===== src/core/bise_defs.svh =====
/*
 Constants of the branch/increment/OR/shift execute slice: widths,
 register offsets, field positions and reset values.
 Assumes inclusion by bare name from the package and the core module.
*/
`ifndef BISE_DEFS_SVH
`define BISE_DEFS_SVH

// ----------------------------------------
// Widths
// ----------------------------------------
`define BISE_PC_W 15
`define BISE_JUMP_W 11
`define BISE_LIT_W 8
`define BISE_FILE_W 7
`define BISE_BANK_W 5
`define BISE_ADDR_W 12
`define BISE_LATCH_W 7

// ----------------------------------------
// High latch slice feeding PC[14:11]
// ----------------------------------------
`define BISE_LATCH_HI 6
`define BISE_LATCH_LO 3

// ----------------------------------------
// APB register byte offsets
// ----------------------------------------
`define BISE_OFS_CTRL 12'h000
`define BISE_OFS_STATUS 12'h004
`define BISE_OFS_PC 12'h008

// ----------------------------------------
// Field positions
// ----------------------------------------
`define BISE_CTRL_RUN 0
`define BISE_STAT_ZERO 8
`define BISE_STAT_CARRY 9
`define BISE_STAT_NOP 10

// ----------------------------------------
// Reset values
// ----------------------------------------
`define BISE_RST_CTRL 1'h1
`define BISE_RST_PC 15'h0000
`define BISE_RST_ACC 8'h00

`endif


===== src/core/bise_pkg.sv =====
/*
 Types of the execute slice: operation codes, sequencer states and the
 instruction and file-write carriers.
 Assumes bise_defs.svh is on the include path.
*/
`include "bise_defs.svh"

package bise_pkg;

   // ----------------------------------------
   // Operations and states
   // ----------------------------------------
   typedef enum logic [5:0] {
      OP_JUMP_ABSOLUTE = 6'h01,
      OP_INCREMENT_FILE = 6'h02,
      OP_INCREMENT_SKIP_ZERO = 6'h04,
      OP_OR_LITERAL_INTO_ACC = 6'h08,
      OP_OR_ACC_WITH_FILE = 6'h10,
      OP_SHIFT_LEFT_LOGICAL = 6'h20
   } bise_op_t;

   typedef enum logic [1:0] {
      ST_EXEC = 2'h1,
      ST_FLUSH = 2'h2
   } bise_state_t;

   // ----------------------------------------
   // Carriers
   // ----------------------------------------
   typedef struct packed {
      bise_op_t op;
      logic toFile;
      logic [`BISE_FILE_W-1:0] fileSel;
      logic [`BISE_JUMP_W-1:0] literal;
   } bise_instr_t;

   typedef struct packed {
      logic we;
      logic [`BISE_ADDR_W-1:0] addr;
      logic [7:0] data;
   } bise_fwrite_t;

endpackage


===== src/core/bise_exec.sv =====
/*
 Execute slice of an 8-bit core: absolute jump, increment, increment
 and skip on zero, OR literal, OR with file, logical left shift. Holds
 the accumulator, zero and carry flags and the program counter, with a
 small APB slave for run control and state readback.
 Assumes instruction, file-read data and APB all come from logic on
 mclk; the register file reads combinationally from fileRdAddr.
*/
// Chosen here: the APB register port and the placing of the registers.
`include "bise_defs.svh"

module bise_exec (
   // Clock and reset
   input wire logic mclk,
   input wire logic rst_n,
   // Instruction issue
   input wire logic instrValid,
   input wire bise_pkg::bise_instr_t instr,
   output logic instrReady,
   // Core context
   input wire logic [`BISE_LATCH_W-1:0] programCounterHighLatch,
   input wire logic [`BISE_BANK_W-1:0] bankSel,
   // Register file
   output logic [`BISE_ADDR_W-1:0] fileRdAddr,
   input wire logic [7:0] fileRdData,
   output bise_pkg::bise_fwrite_t fileWr,
   // Core state
   output logic [`BISE_PC_W-1:0] pc,
   output logic [7:0] acc,
   output logic zeroFlag,
   output logic carryFlag,
   output logic nopCycle,
   // APB slave
   input wire logic psel,
   input wire logic penable,
   input wire logic pwrite,
   input wire logic [11:0] paddr,
   input wire logic [31:0] pwdata,
   output logic [31:0] prdata,
   output logic pready,
   output logic pslverr
);
   import bise_pkg::*;

   // ----------------------------------------
   // Helpers
   // ----------------------------------------
   function automatic logic isZero(input logic [7:0] v);
      return v == 8'h00;
   endfunction

   function automatic logic [`BISE_ADDR_W-1:0] bankAddr(
      input logic [`BISE_BANK_W-1:0] b,
      input logic [`BISE_FILE_W-1:0] f);
      return {b, f};
   endfunction

   // ----------------------------------------
   // State
   // ----------------------------------------
   bise_state_t state, next_state;
   logic [`BISE_PC_W-1:0] next_pc;
   logic [7:0] next_acc;
   logic next_zeroFlag, next_carryFlag;
   bise_fwrite_t next_fileWr;
   logic run, next_run;
   logic [31:0] next_prdata;
   logic next_pslverr;
   logic take;
   logic [7:0] src;
   logic [7:0] res;

   // Operand read, with bypass of the write still in flight
   assign fileRdAddr = bankAddr(bankSel, instr.fileSel);
   assign src = (fileWr.we && fileWr.addr == fileRdAddr) ?
                fileWr.data : fileRdData;

   assign instrReady = run && state == ST_EXEC;
   assign take = instrValid && instrReady;
   assign nopCycle = state == ST_FLUSH;

   // ----------------------------------------
   // Execute
   // ----------------------------------------
   always_comb begin
      next_state = state;
      next_pc = pc;
      next_acc = acc;
      next_zeroFlag = zeroFlag;
      next_carryFlag = carryFlag;
      next_fileWr = '{we: 1'b0, addr: fileWr.addr, data: fileWr.data};
      res = 8'h00;
      unique case (state)
         ST_FLUSH: begin
            // Fetched word is discarded: this cycle is the NOP
            next_state = ST_EXEC;
         end
         ST_EXEC: begin
            if (take) begin
               next_pc = pc + `BISE_PC_W'(1);
               unique case (instr.op)
                  OP_JUMP_ABSOLUTE: begin
                     next_pc = {programCounterHighLatch[
                        `BISE_LATCH_HI:`BISE_LATCH_LO],
                        instr.literal};
                     next_state = ST_FLUSH;
                  end
                  OP_INCREMENT_FILE: begin
                     res = src + 8'h01;
                     next_zeroFlag = isZero(res);
                  end
                  OP_INCREMENT_SKIP_ZERO: begin
                     res = src + 8'h01;
                     if (isZero(res)) begin
                        next_pc = pc + `BISE_PC_W'(2);
                        next_state = ST_FLUSH;
                     end
                  end
                  OP_OR_LITERAL_INTO_ACC: begin
                     res = acc | instr.literal[`BISE_LIT_W-1:0];
                     next_zeroFlag = isZero(res);
                  end
                  OP_OR_ACC_WITH_FILE: begin
                     res = acc | src;
                     next_zeroFlag = isZero(res);
                  end
                  OP_SHIFT_LEFT_LOGICAL: begin
                     res = {src[6:0], 1'b0};
                     next_carryFlag = src[7];
                     next_zeroFlag = isZero(res);
                  end
                  default: begin
                     // Unknown code: advance only, touch nothing
                     next_pc = pc + `BISE_PC_W'(1);
                  end
               endcase
               // Destination select; literal OR always lands in acc
               if (instr.op inside {OP_INCREMENT_FILE,
                     OP_INCREMENT_SKIP_ZERO, OP_OR_ACC_WITH_FILE,
                     OP_SHIFT_LEFT_LOGICAL}) begin
                  if (instr.toFile) begin
                     next_fileWr = '{we: 1'b1, addr: fileRdAddr,
                                     data: res};
                  end else begin
                     next_acc = res;
                  end
               end else if (instr.op == OP_OR_LITERAL_INTO_ACC) begin
                  next_acc = res;
               end
            end
         end
         default: begin
            next_state = ST_EXEC;
         end
      endcase
   end

   always_ff @(posedge mclk or negedge rst_n) begin
      if (!rst_n) begin
         state <= ST_EXEC;
         pc <= `BISE_RST_PC;
         acc <= `BISE_RST_ACC;
         zeroFlag <= 1'b0;
         carryFlag <= 1'b0;
         fileWr <= '0;
      end else begin
         state <= next_state;
         pc <= next_pc;
         acc <= next_acc;
         zeroFlag <= next_zeroFlag;
         carryFlag <= next_carryFlag;
         fileWr <= next_fileWr;
      end
   end

   // ----------------------------------------
   // APB slave
   // ----------------------------------------
   // Zero wait states: read data is staged in the setup cycle
   assign pready = psel && penable;

   always_comb begin
      next_run = run;
      next_prdata = prdata;
      next_pslverr = pslverr;
      if (psel && !penable) begin
         next_prdata = 32'h0000_0000;
         next_pslverr = 1'b0;
         unique case (paddr)
            `BISE_OFS_CTRL: begin
               next_prdata[`BISE_CTRL_RUN] = run;
            end
            `BISE_OFS_STATUS: begin
               next_prdata[7:0] = acc;
               next_prdata[`BISE_STAT_ZERO] = zeroFlag;
               next_prdata[`BISE_STAT_CARRY] = carryFlag;
               next_prdata[`BISE_STAT_NOP] = nopCycle;
            end
            `BISE_OFS_PC: begin
               next_prdata[`BISE_PC_W-1:0] = pc;
            end
            default: begin
               next_pslverr = 1'b1;
            end
         endcase
      end
      if (psel && penable && pwrite && paddr == `BISE_OFS_CTRL) begin
         next_run = pwdata[`BISE_CTRL_RUN];
      end
   end

   always_ff @(posedge mclk or negedge rst_n) begin
      if (!rst_n) begin
         run <= `BISE_RST_CTRL;
         prdata <= 32'h0000_0000;
         pslverr <= 1'b0;
      end else begin
         run <= next_run;
         prdata <= next_prdata;
         pslverr <= next_pslverr;
      end
   end

endmodule


===== config.mk =====
export PLATFORM = sky130hd
export DESIGN_NAME = bise_exec
export DESIGN_NICKNAME = d
export VERILOG_FILES = /design/src/core/bise_pkg.sv /design/src/core/bise_exec.sv
export VERILOG_INCLUDE_DIRS = /design/src /design/src/core
export SDC_FILE = /design/constraint.sdc
export NUM_CORES = 1
export LEC_CHECK = 0
export BUFFER_PORTS_ARGS = -buffer_cell sky130_fd_sc_hd__buf_2
export CORE_ASPECT_RATIO = 1.1
export CORE_MARGIN = 2
export CORE_UTILIZATION = 41
export DETAILED_ROUTE_END_ITERATION = 12
export HOLD_SLACK_MARGIN = 0.02
export PLACE_DENSITY = 0.81
export SKIP_LAST_GASP = 1
export SLEW_MARGIN = 30
export SYNTH_ARGS = -nofsm -noshare
export SYNTH_HDL_FRONTEND = slang
export SYNTH_SLANG_ARGS = --single-unit

===== constraint.sdc =====
create_clock -name mclk -period 3.65 [get_ports mclk]
set_input_delay 0.5475 -clock mclk [delete_from_list [all_inputs] [get_ports mclk]]
set_output_delay 0.5475 -clock mclk [all_outputs]
set_load 0.02 [all_outputs]

### Word-level counts from Yosys, hierarchy flattened

Index checks and enable logic that the tools add are counted.

| cells by class | value |
|---|---|
| multiplexer cells | 20 |
| reductions and logical operators | 24 |
| bitwise gates (word level) | 2 |
| equality and inequality tests | 15 |
| $add $sub $neg | 3 |

Operators by type and width:

| operator | number |
|---|---|
| $mux W21 | 4 |
| $mux W8 | 4 |
| $pmux W8 S4 | 1 |
| $pmux W15 S2 | 1 |
| $logic_not A8 Y1 | 3 |
| $pmux W10 S2 | 1 |
| $or A8 B8 Y8 | 2 |
| $add A15 B1 Y15 const B | 1 |
| $add A15 B2 Y15 const B | 1 |
| $mux W15 | 1 |
| $eq A12 B12 Y1 | 1 |
| $eq A12 B3 Y1 const B | 1 |
| $eq A12 B4 Y1 const B | 1 |
| $logic_not A12 Y1 | 1 |
| $reduce_and A3 Y1 | 3 |
| $add A8 B1 Y8 const B | 1 |
| $reduce_and A4 Y1 | 2 |
| $reduce_bool A4 Y1 | 2 |
| $logic_and A1 B1 Y1 | 7 |
| $logic_not A7 Y1 | 1 |
| $eq A6 B1 Y1 const B | 1 |
| $eq A6 B2 Y1 const B | 1 |
| $eq A6 B3 Y1 const B | 1 |
| $eq A6 B4 Y1 const B | 1 |
| 18 further kinds | 21 |

| word-level totals | value |
|---|---|
| input bits | 95 |
| word-level logic and storage cells | 75 |
| output and inout bits | 94 |
| bits in registers | 65 |

### Longest topological paths before layout

Gate-level depths: netlist of the first run.

| depth | value |
|---|---|
| depth in word-level cells | 9 |
| depth in mapped cells | 13 |
| gate-level depth less buffers | 13 |

### Least setup slack after synthesis of the first run

OpenSTA, ideal clock, no wires.

| path | value |
|---|---|
| path kind | input to register |
| from | in instr[13] in the netlist's numbering |
| to | reg fileWr[6] in the netlist's numbering |
| data required time | 3.513 ns |
| setup slack | 0.673 ns |
| setup time | 0.137 ns |
| buffers on the path | 0 |
| data arrival time | 2.840 ns |
| stages on the path | 13 |
| cell sequence | xnor2_1 > nand4_1 > nor4_4 > mux2i_1 > inv_1 > ha_1 > nand3_1 > nor2_1 > xor2_1 > nand2_1 > o21ai_0 > a211oi_1 > a21oi_1 |

| on the way | value |
|---|---|
| word-level cells in the longest chain between the ends | 5 |
| elaborated cells between the ends (all ways) | 6 |
| those cells by class | add/sub: 1; eq/ne: 1; mux: 2; bitwise: 1; reduce/logical: 1 |

Ends and longest elaborated chain:

| what | line | RTL |
|---|---|---|
| from (decl) | bise_exec.sv:18 | `input wire bise_pkg::bise_instr_t instr,` |
| $eq A12 B12 Y1 (*) | bise_exec.sv:75 | `assign src = (fileWr.we && fileWr.addr == fileRdAddr) ?` |
| $logic_and A1 B1 Y1 (*) | bise_exec.sv:75 |  |
| $mux W8 (*) | bise_exec.sv:75 |  |
| $add A8 B1 Y8 or $or A8 B8 Y8 (tied branches) | bise_exec.sv:109, bise_exec.sv:113, bise_exec.sv:124 |  |
| $pmux W8 S4 (*) | bise_exec.sv:101 | `unique case (instr.op)` |
| to (signal assigned) | bise_exec.sv:172 | `fileWr <= next_fileWr;` |
| to (decl) | bise_exec.sv:26 | `output bise_pkg::bise_fwrite_t fileWr,` |

Mark *: on every way between the ends. The rest lies on a longest branch, timed or not.
A chain may end at the register's enable or synchronous reset.

### Worst setup path in the final report of the first run

| path | value |
|---|---|
| from | reg fileWr[18] in the netlist's numbering |
| to | reg pc[0] |

| on the way | value |
|---|---|
| word-level cells in the longest chain between the ends | 7 |

Ends and longest elaborated chain:

| what | line | RTL |
|---|---|---|
| $eq A12 B12 Y1 | bise_exec.sv:75 |  |
| $logic_and A1 B1 Y1 | bise_exec.sv:75 |  |
| $mux W8 | bise_exec.sv:75 |  |
| $add A8 B1 Y8 | bise_exec.sv:113 | `res = src + 8'h01;` |
| $logic_not A8 Y1 | bise_exec.sv:49 | `return v == 8'h00;` |
| $mux W15 | bise_exec.sv:114 | `if (isZero(res)) begin` |
| $pmux W15 S2 | bise_exec.sv:101 |  |
| to (signal assigned) | bise_exec.sv:161 | `` pc <= `BISE_RST_PC; `` |
| to (signal assigned) | bise_exec.sv:168 | `pc <= next_pc;` |
| to (decl) | bise_exec.sv:28 | `` output logic [`BISE_PC_W-1:0] pc, `` |

No other way between the ends.

==> results.py, run 1 <==
metrics = {
    "finish": {
        "regArea_mm2": 0.00163,
        "fin_nets": 761,
        "fin_area_mm2": 0.00556,
        "area_growth_pct": 21.4,
        "antennaDiodeCount": 0,
        "drive_gt1_share_pct": 29.1,
        "multiInputGateArea_mm2": 0.00265,
        "fillers": 1080,
    },
    "power": {
        "switching_share_pct": 25.1,
        "peakVddDrop_mv": 0.275,
        "combPwrFrac_pct": 9.6,
        "p_clk_share_pct": 49.3,
        "p_leak_nw": 2.60,
        "p_seq_share_pct": 41.1,
        "p_switching_uw": 444,
        "p_per_area_mw_per_mm2": 319,
        "intPower_mw": 1.33,
    },
    "global_routing": {
        "grt_use_total_pct": 21.7,
        "overflow": 0,
        "grt_pass1_wl_um": 20800,
        "grt_start_max_net_pins": 66,
        "grt_pass1_vias": 4042,
        "antenna_found_initial": 0,
    },
    "die": {
        "die_w_um": 105,
        "core_mm2": 0.0109,
        "start_util_pct": 42.0,
        "fp.dieH_um": 115,
        "fp-row-count": 40,
        "dieArea_mm2": 0.0120,
        "design.portCount": 189,
    },
    "routing": {
        "ant_nets": 0,
        "vias": 4531,
        "finalWirelength_um": 13200,
        "vias_per_cell": 5.57,
        "dr.pass1.iters": 5,
        "remaining_drc_errors": 0,
        "post_drt_wl_per_cell_um": 16.3,
        "drtIter0Drc": 265,
    },
    "critical_path": {
        "rr_endpoint": "pc[0]",
        "critPathTopFamily": "simple AND/OR/NAND/NOR gates",
        "worst-path-buf-inv": 0,
        "critPathMaxStageDelay_ns": 0.51,
        "worst-setup-path-type": "register to register",
        "path_max_fanout": 18,
        "cpMaxStageDelayCell": "mux2i_4",
        "cp-start-kind": "register",
        "rr_worst_depth": 10,
        "crit_chain": "xnor2_1 > nand4_1 > nor4_4 > mux2_2 > ha_1 > o211ai_1 > mux2i_4 > nand2b_1 > a21oi_1 > o21a_1",
        "worstPathRequired_ns": 3.87,
        "timing.critical_path.to_type": "register",
        "worst_ep_arrival_time_ns": 3.31,
        "reg2reg_from": "fileWr[18]",
        "rrSetupSlack_ns": 0.56,
    },
    "clock_network": {
        "cts_sinks": 65,
        "post_cts_buffers": 0,
        "cts.htree.levels": 3,
        "cts_inserted_buffers": 9,
        "cts-root-buf": "clkbuf_16",
        "clk_pin_slew_ns": 0.06,
        "ctsResizeCount": 0,
        "insertion_delay_ns": 0.33,
        "cts_tree": "yes",
        "ctsHoldBuffers": 0,
        "clock_path_buffers": 2,
    },
    "timing": {
        "worstMarginPinSlew_ns": 0.870,
        "setup-violations-final": 0,
        "slew_headroom_pct": 41.9,
        "clock_skew_ns": 0.00912,
        "fin_setup_tns_ns": 0,
        "period_share_pct": 84.6,
        "rsz0062_at_grt": "no",
        "fmax_ghz": 0.324,
        "slew_viol_final": 0,
        "hold_violations": 0,
        "period_minus_slack_ns": 3.09,
    },
    "yosys": {
        "yosysWarnings": 0,
        "netlist_area_mm2": 0.00458,
        "syn-instance-count": 544,
        "ys.flop_type": "dfrtp_1",
        "synth_edf_count": 0,
        "async_flop_share_pct": 100,
        "yosysSeqAreaShare_pct": 35.6,
        "synth.distinct_cells": 61,
        "synth_seq_cells": 65,
        "syn_avg_cell_area_um2": 8.42,
    },
    "worst_hold_path": {
        "hold_class": "primary input to asynchronous set/reset pin",
    },
    "flow_run": {
        "cap_violations": 0,
    },
    "outcome": {
        "status": "finished clean",
    },
    "placed_design": {
        "place.port_buffers": 137,
        "placedInstanceArea_mm2": 0.00526,
        "dp_hpwl_um": 9600,
        "gp_congestion": 0.943,
    },
}
## worst register-to-register path: stages, from the launching register on
cell	delay (ns)
dfrtp_1	0.40
xnor2_1	0.16
nand4_1	0.19
nor4_4	0.39
mux2_2	0.26
ha_1	0.29
o211ai_1	0.19
mux2i_4	0.51
nand2b_1	0.30
a21oi_1	0.10
o21a_1	0.20
## worst max-delay path by stage
stage,start,to,slack (ns),cells after the start
floorplan,instr[13],fileWr[6],0.67,13
finish,fileWr[18],pc[0],0.56,10
global route,fileWr[18],pc[0],0.29,10
global placement,bankSel[3],pc[0],0.33,11
detailed placement,bankSel[3],pc[7],0.29,11
CTS,fileWr[18],pc[7],0.55,10
## sequential cells by signal (all words and copies together), names as in the netlist
name	count
acc	8
carryFlag	1
fileWr	21
pc	15
prdata	15
pslverr	1
run	1
state	2
zeroFlag	1
## layout by cell type, fill, tap and decap left out, types with 4 or more instances in the layout
cell type and instances:
a211oi_1 4, a21oi_1 29, a22oi_1 15, a31oi_1 6, and3_1 10, buf_2 137
buf_4 10, clkbuf_16 9, conb_1 17, dfrtp_1 63, ha_1 4, inv_1 11
mux2_2 19, mux2i_1 7, nand2_1 70, nand3_1 28, nand4_1 7, nor2_1 40
nor2b_1 4, nor3_1 12, nor3b_1 4, nor4_1 10, o211ai_1 6, o21a_1 6
o21ai_0 42, o22ai_1 5, xnor2_1 27, xor2_1 5
## logic make-up (layout without fill, tap and decap cells)
| logic type | after synthesis | in the layout | synth area share [%] |
|---|---|---|---|
| mux | 27 | 27 | 6.69 |
| compound gates | 139 | 139 | 19.4 |
| xor+xnor | 32 | 32 | 6.12 |
| fa+ha+maj | 4 | 4 | 1.09 |
| other cells | 1 | 17 | 0.0819 |
| flops | 65 | 65 | 35.6 |
| simple gates | 209 | 209 | 23.1 |
| buf+inv | 67 | 174 | 8.03 |
## routing by layer
metal / wire, um / global-route usage [%]
met1: 5530 / 28.9
met3: 1140 / 4.65
met5: 0 / 0
met2: 6300 / 35.4
met4: 257 / 7.20
## Yosys cell counts (all sizes together), types with 6 or more instances
cell type	number	area share [%]
nand4	7	0.96
nor4	11	1.8
clkbuf	22	1.8
a22oi	15	2.5
o21ai	45	5.0
nand3	28	3.1
and3	10	1.4
dfrtp	63	34
nand2	70	5.7
mux2	19	4.7
mux2i	8	2.0
a21oi	29	3.2
a31oi	6	0.82
buf	34	5.3
nor2	41	3.4
o21a	6	0.98
o211ai	6	0.98
xnor2	27	5.2
inv	11	0.90
nor3	13	1.5
## power groups by stage
stage	Clock, mW	Sequential (mW)	Combinational (mW)
5_1_grt	0.925	0.729	0.187
3_5_place_dp	0	0.741	0.170
6_report	0.875	0.729	0.170
3_3_place_gp	0	0.741	0.168
2_1_floorplan	0	0.743	0.104
4_1_cts	0.889	0.729	0.170
## cell type report
cell class                 instances  share of cell area (%)
clock buffer                      11                    4.36
inverter                          11                   0.742
timing repair buffer             147                    13.7
sequential                        65                    29.3
multi-input combinational        428                    47.6
clock inverter                     5                   0.990
tap                              147                    3.31
## per-stage QoR
stage          total power [mW]  std cells  setup slack, ns  hold WS (ns)  util, %
2_1_floorplan             0.847        560            0.673         0.252        -
3_3_place_gp              0.909        798            0.330         0.457     48.2
3_5_place_dp              0.911        798            0.285         0.466     48.2
4_1_cts                    1.79        814            0.550         0.439     51.0
5_1_grt                    1.84        814            0.292         0.450     51.0
6_report                   1.77        814            0.561         0.399     51.0
Note: power is estimated with default switching activity, not from simulation.
==> run 2: changes to the inputs <==
clock period = 3.15 ns   (was 3.65 ns; I/O delays follow)
==> results.py, run 2 (same netlist as run 1, synthesis figures left out) <==
metrics = {
    "outcome": {
        "status": "finished clean",
    },
    "finish": {
        "fin_cells": 824,
        "layout_common_cells": "buf_2 (137), nand2_1 (70), dfrtp_1 (63)",
        "fillers": 1076,
        "antennaDiodeCount": 0,
        "largest_reg_flops": 21,
        "fin_util_pct": 52.0,
        "drive_gt1_share_pct": 30.6,
        "area_growth_pct": 23.9,
        "top_regs": "fileWr: 21 flops, pc: 15 flops, prdata: 15 flops",
        "layout_commonest_cell": "buf_2",
        "largest-register": "fileWr",
        "fin_nets": 771,
    },
    "critical_path": {
        "worstPathRequired_ns": 3.35,
        "reg2reg_from": "fileWr[19]",
        "path_max_fanout": 7,
        "worst_ep_arrival_time_ns": 3.05,
        "rrSetupSlack_ns": 0.30,
        "rr_worst_depth": 11,
        "worst-setup-path-type": "register to register",
        "cp-start-kind": "register",
        "crit_chain": "xnor2_1 > nand3_1 > nor4_4 > mux2_2 > ha_1 > o21ai_0 > mux2i_2 > buf_4 > and3b_1 > o21ai_0 > a31oi_1",
        "rr_endpoint": "pc[3]",
        "cpMaxStageDelayCell": "dfrtp_1",
        "cpMostUsedCell": "o21ai_0",
        "critPathMaxStageDelay_ns": 0.40,
        "timing.critical_path.to_type": "register",
    },
    "worst_hold_path": {
        "hold_class": "primary input to asynchronous set/reset pin",
    },
    "placed_design": {
        "dp_cells": 808,
        "dp_hpwl_um": 9850,
        "gp_congestion": 0.929,
        "place.port_buffers": 137,
    },
    "power": {
        "combPwrFrac_pct": 9.3,
        "peakVddDrop_mv": 0.292,
        "p_leak_nw": 2.67,
        "power_mw": 2.15,
        "intPower_mw": 1.61,
        "switching_share_pct": 25.2,
        "p_switching_uw": 541,
        "p_per_area_mw_per_mm2": 379,
        "p_seq_share_pct": 39.2,
        "p_clk_share_pct": 51.4,
    },
    "clock_network": {
        "post_cts_buffers": 0,
        "insertion_delay_ns": 0.33,
        "ctsResizeCount": 0,
        "cts_tree": "yes",
        "cts_inserted_buffers": 9,
        "cts-root-buf": "clkbuf_16",
        "cts.htree.levels": 3,
        "ctsHoldBuffers": 0,
        "clock_path_buffers": 2,
        "cts_sinks": 65,
        "clk_pin_slew_ns": 0.06,
    },
    "global_routing": {
        "grt_pass1_vias": 4326,
        "grt_pass1_wl_um": 21600,
        "overflow": 0,
        "grt_start_max_net_pins": 66,
        "antenna_found_initial": 1,
        "grt_use_total_pct": 22.4,
    },
    "die": {
        "start_util_pct": 42.0,
        "dieArea_mm2": 0.0120,
        "design.portCount": 189,
        "die_w_um": 105,
        "fp.dieH_um": 115,
        "fp-row-count": 40,
        "core_mm2": 0.0109,
    },
    "timing": {
        "rsz0062_at_grt": "no",
        "clock_skew_ns": 0.00494,
        "fin_setup_tns_ns": 0,
        "setup-violations-final": 0,
        "hold_ws_ns": 0.328,
        "worstMarginPinSlew_ns": 0.846,
        "slew_headroom_pct": 43.6,
        "period_minus_slack_ns": 2.85,
        "slew_viol_final": 0,
        "fmax_ghz": 0.350,
        "period_share_pct": 90.6,
        "hold_violations": 0,
    },
    "routing": {
        "drtIter0Drc": 310,
        "vias": 4628,
        "finalWirelength_um": 13400,
        "post_drt_wl_per_cell_um": 16.2,
        "remaining_drc_errors": 0,
        "vias_per_cell": 5.62,
        "dr.pass1.iters": 5,
        "ant_nets": 0,
    },
    "flow_run": {
        "cap_violations": 0,
    },
}
[run 2: cell count changes in the layout (fill, tap and decap cells not counted), moves of 2 or more]
cell / before / now
inv_6: 0 / 2
buf_4: 10 / 20
clkinv_2: 2 / 0
clkinv_4: 0 / 2
[run 2: worst max path at each step]
stage | start | to | cells past startpoint | slack (ns)
floorplan | fileWr[10] | fileWr[6] | 13 | 0.24
finish | fileWr[19] | pc[3] | 11 | 0.30
detailed placement | bankSel[3] | pc[3] | 12 | 0.01
global route | fileWr[19] | pc[3] | 12 | 0.05
CTS | fileWr[18] | pc[3] | 11 | 0.15
global placement | bankSel[3] | pc[14] | 11 | 0.04
[run 2: power by group through the flow]
| stage | Sequential [mW] | Clock, mW | Combinational (mW) |
|---|---|---|---|
| after CTS | 0.844 | 1.13 | 0.201 |
| after detailed placement | 0.859 | 0 | 0.200 |
| after global routing | 0.844 | 1.17 | 0.222 |
| after global placement | 0.859 | 0 | 0.197 |
| after floorplan | 0.861 | 0 | 0.121 |
| final | 0.844 | 1.11 | 0.201 |
[run 2: area by class of cell]
cell class | count | area, um2 | share of cell area, %
Clock buffer | 9 | 225 | 3.97
Clock inverter | 7 | 103 | 1.81
Inverter | 11 | 41.3 | 0.728
Multi-Input combinational cell | 428 | 2660 | 46.8
Sequential cell | 65 | 1630 | 28.7
Tap cell | 147 | 184 | 3.24
Timing Repair Buffer | 157 | 836 | 14.7
[run 2: worst max-delay path: cells and delay by family, from the launching register on]
kind            cells  cell delay (ns)
buf+inv             1             0.18
compound gates      3             0.43
flops               1             0.40
fa+ha+maj           1             0.26
mux                 2             0.59
xor+xnor            1             0.16
simple gates        3             0.69
[run 2: per-layer routing]
metal	wire length, um	track usage, %
met1	5430	27.9
met2	6550	37.3
met3	1090	5.56
met4	281	9.51
met5	11	0
[run 2: stage by stage]
stage / setup slack (ns) / cell area, um2
global route: 0.0542 / 5680
floorplan: 0.241 / 4640
global placement: 0.0393 / 5340
detailed placement: 0.0138 / 5340
CTS: 0.152 / 5660
finish: 0.296 / 5680
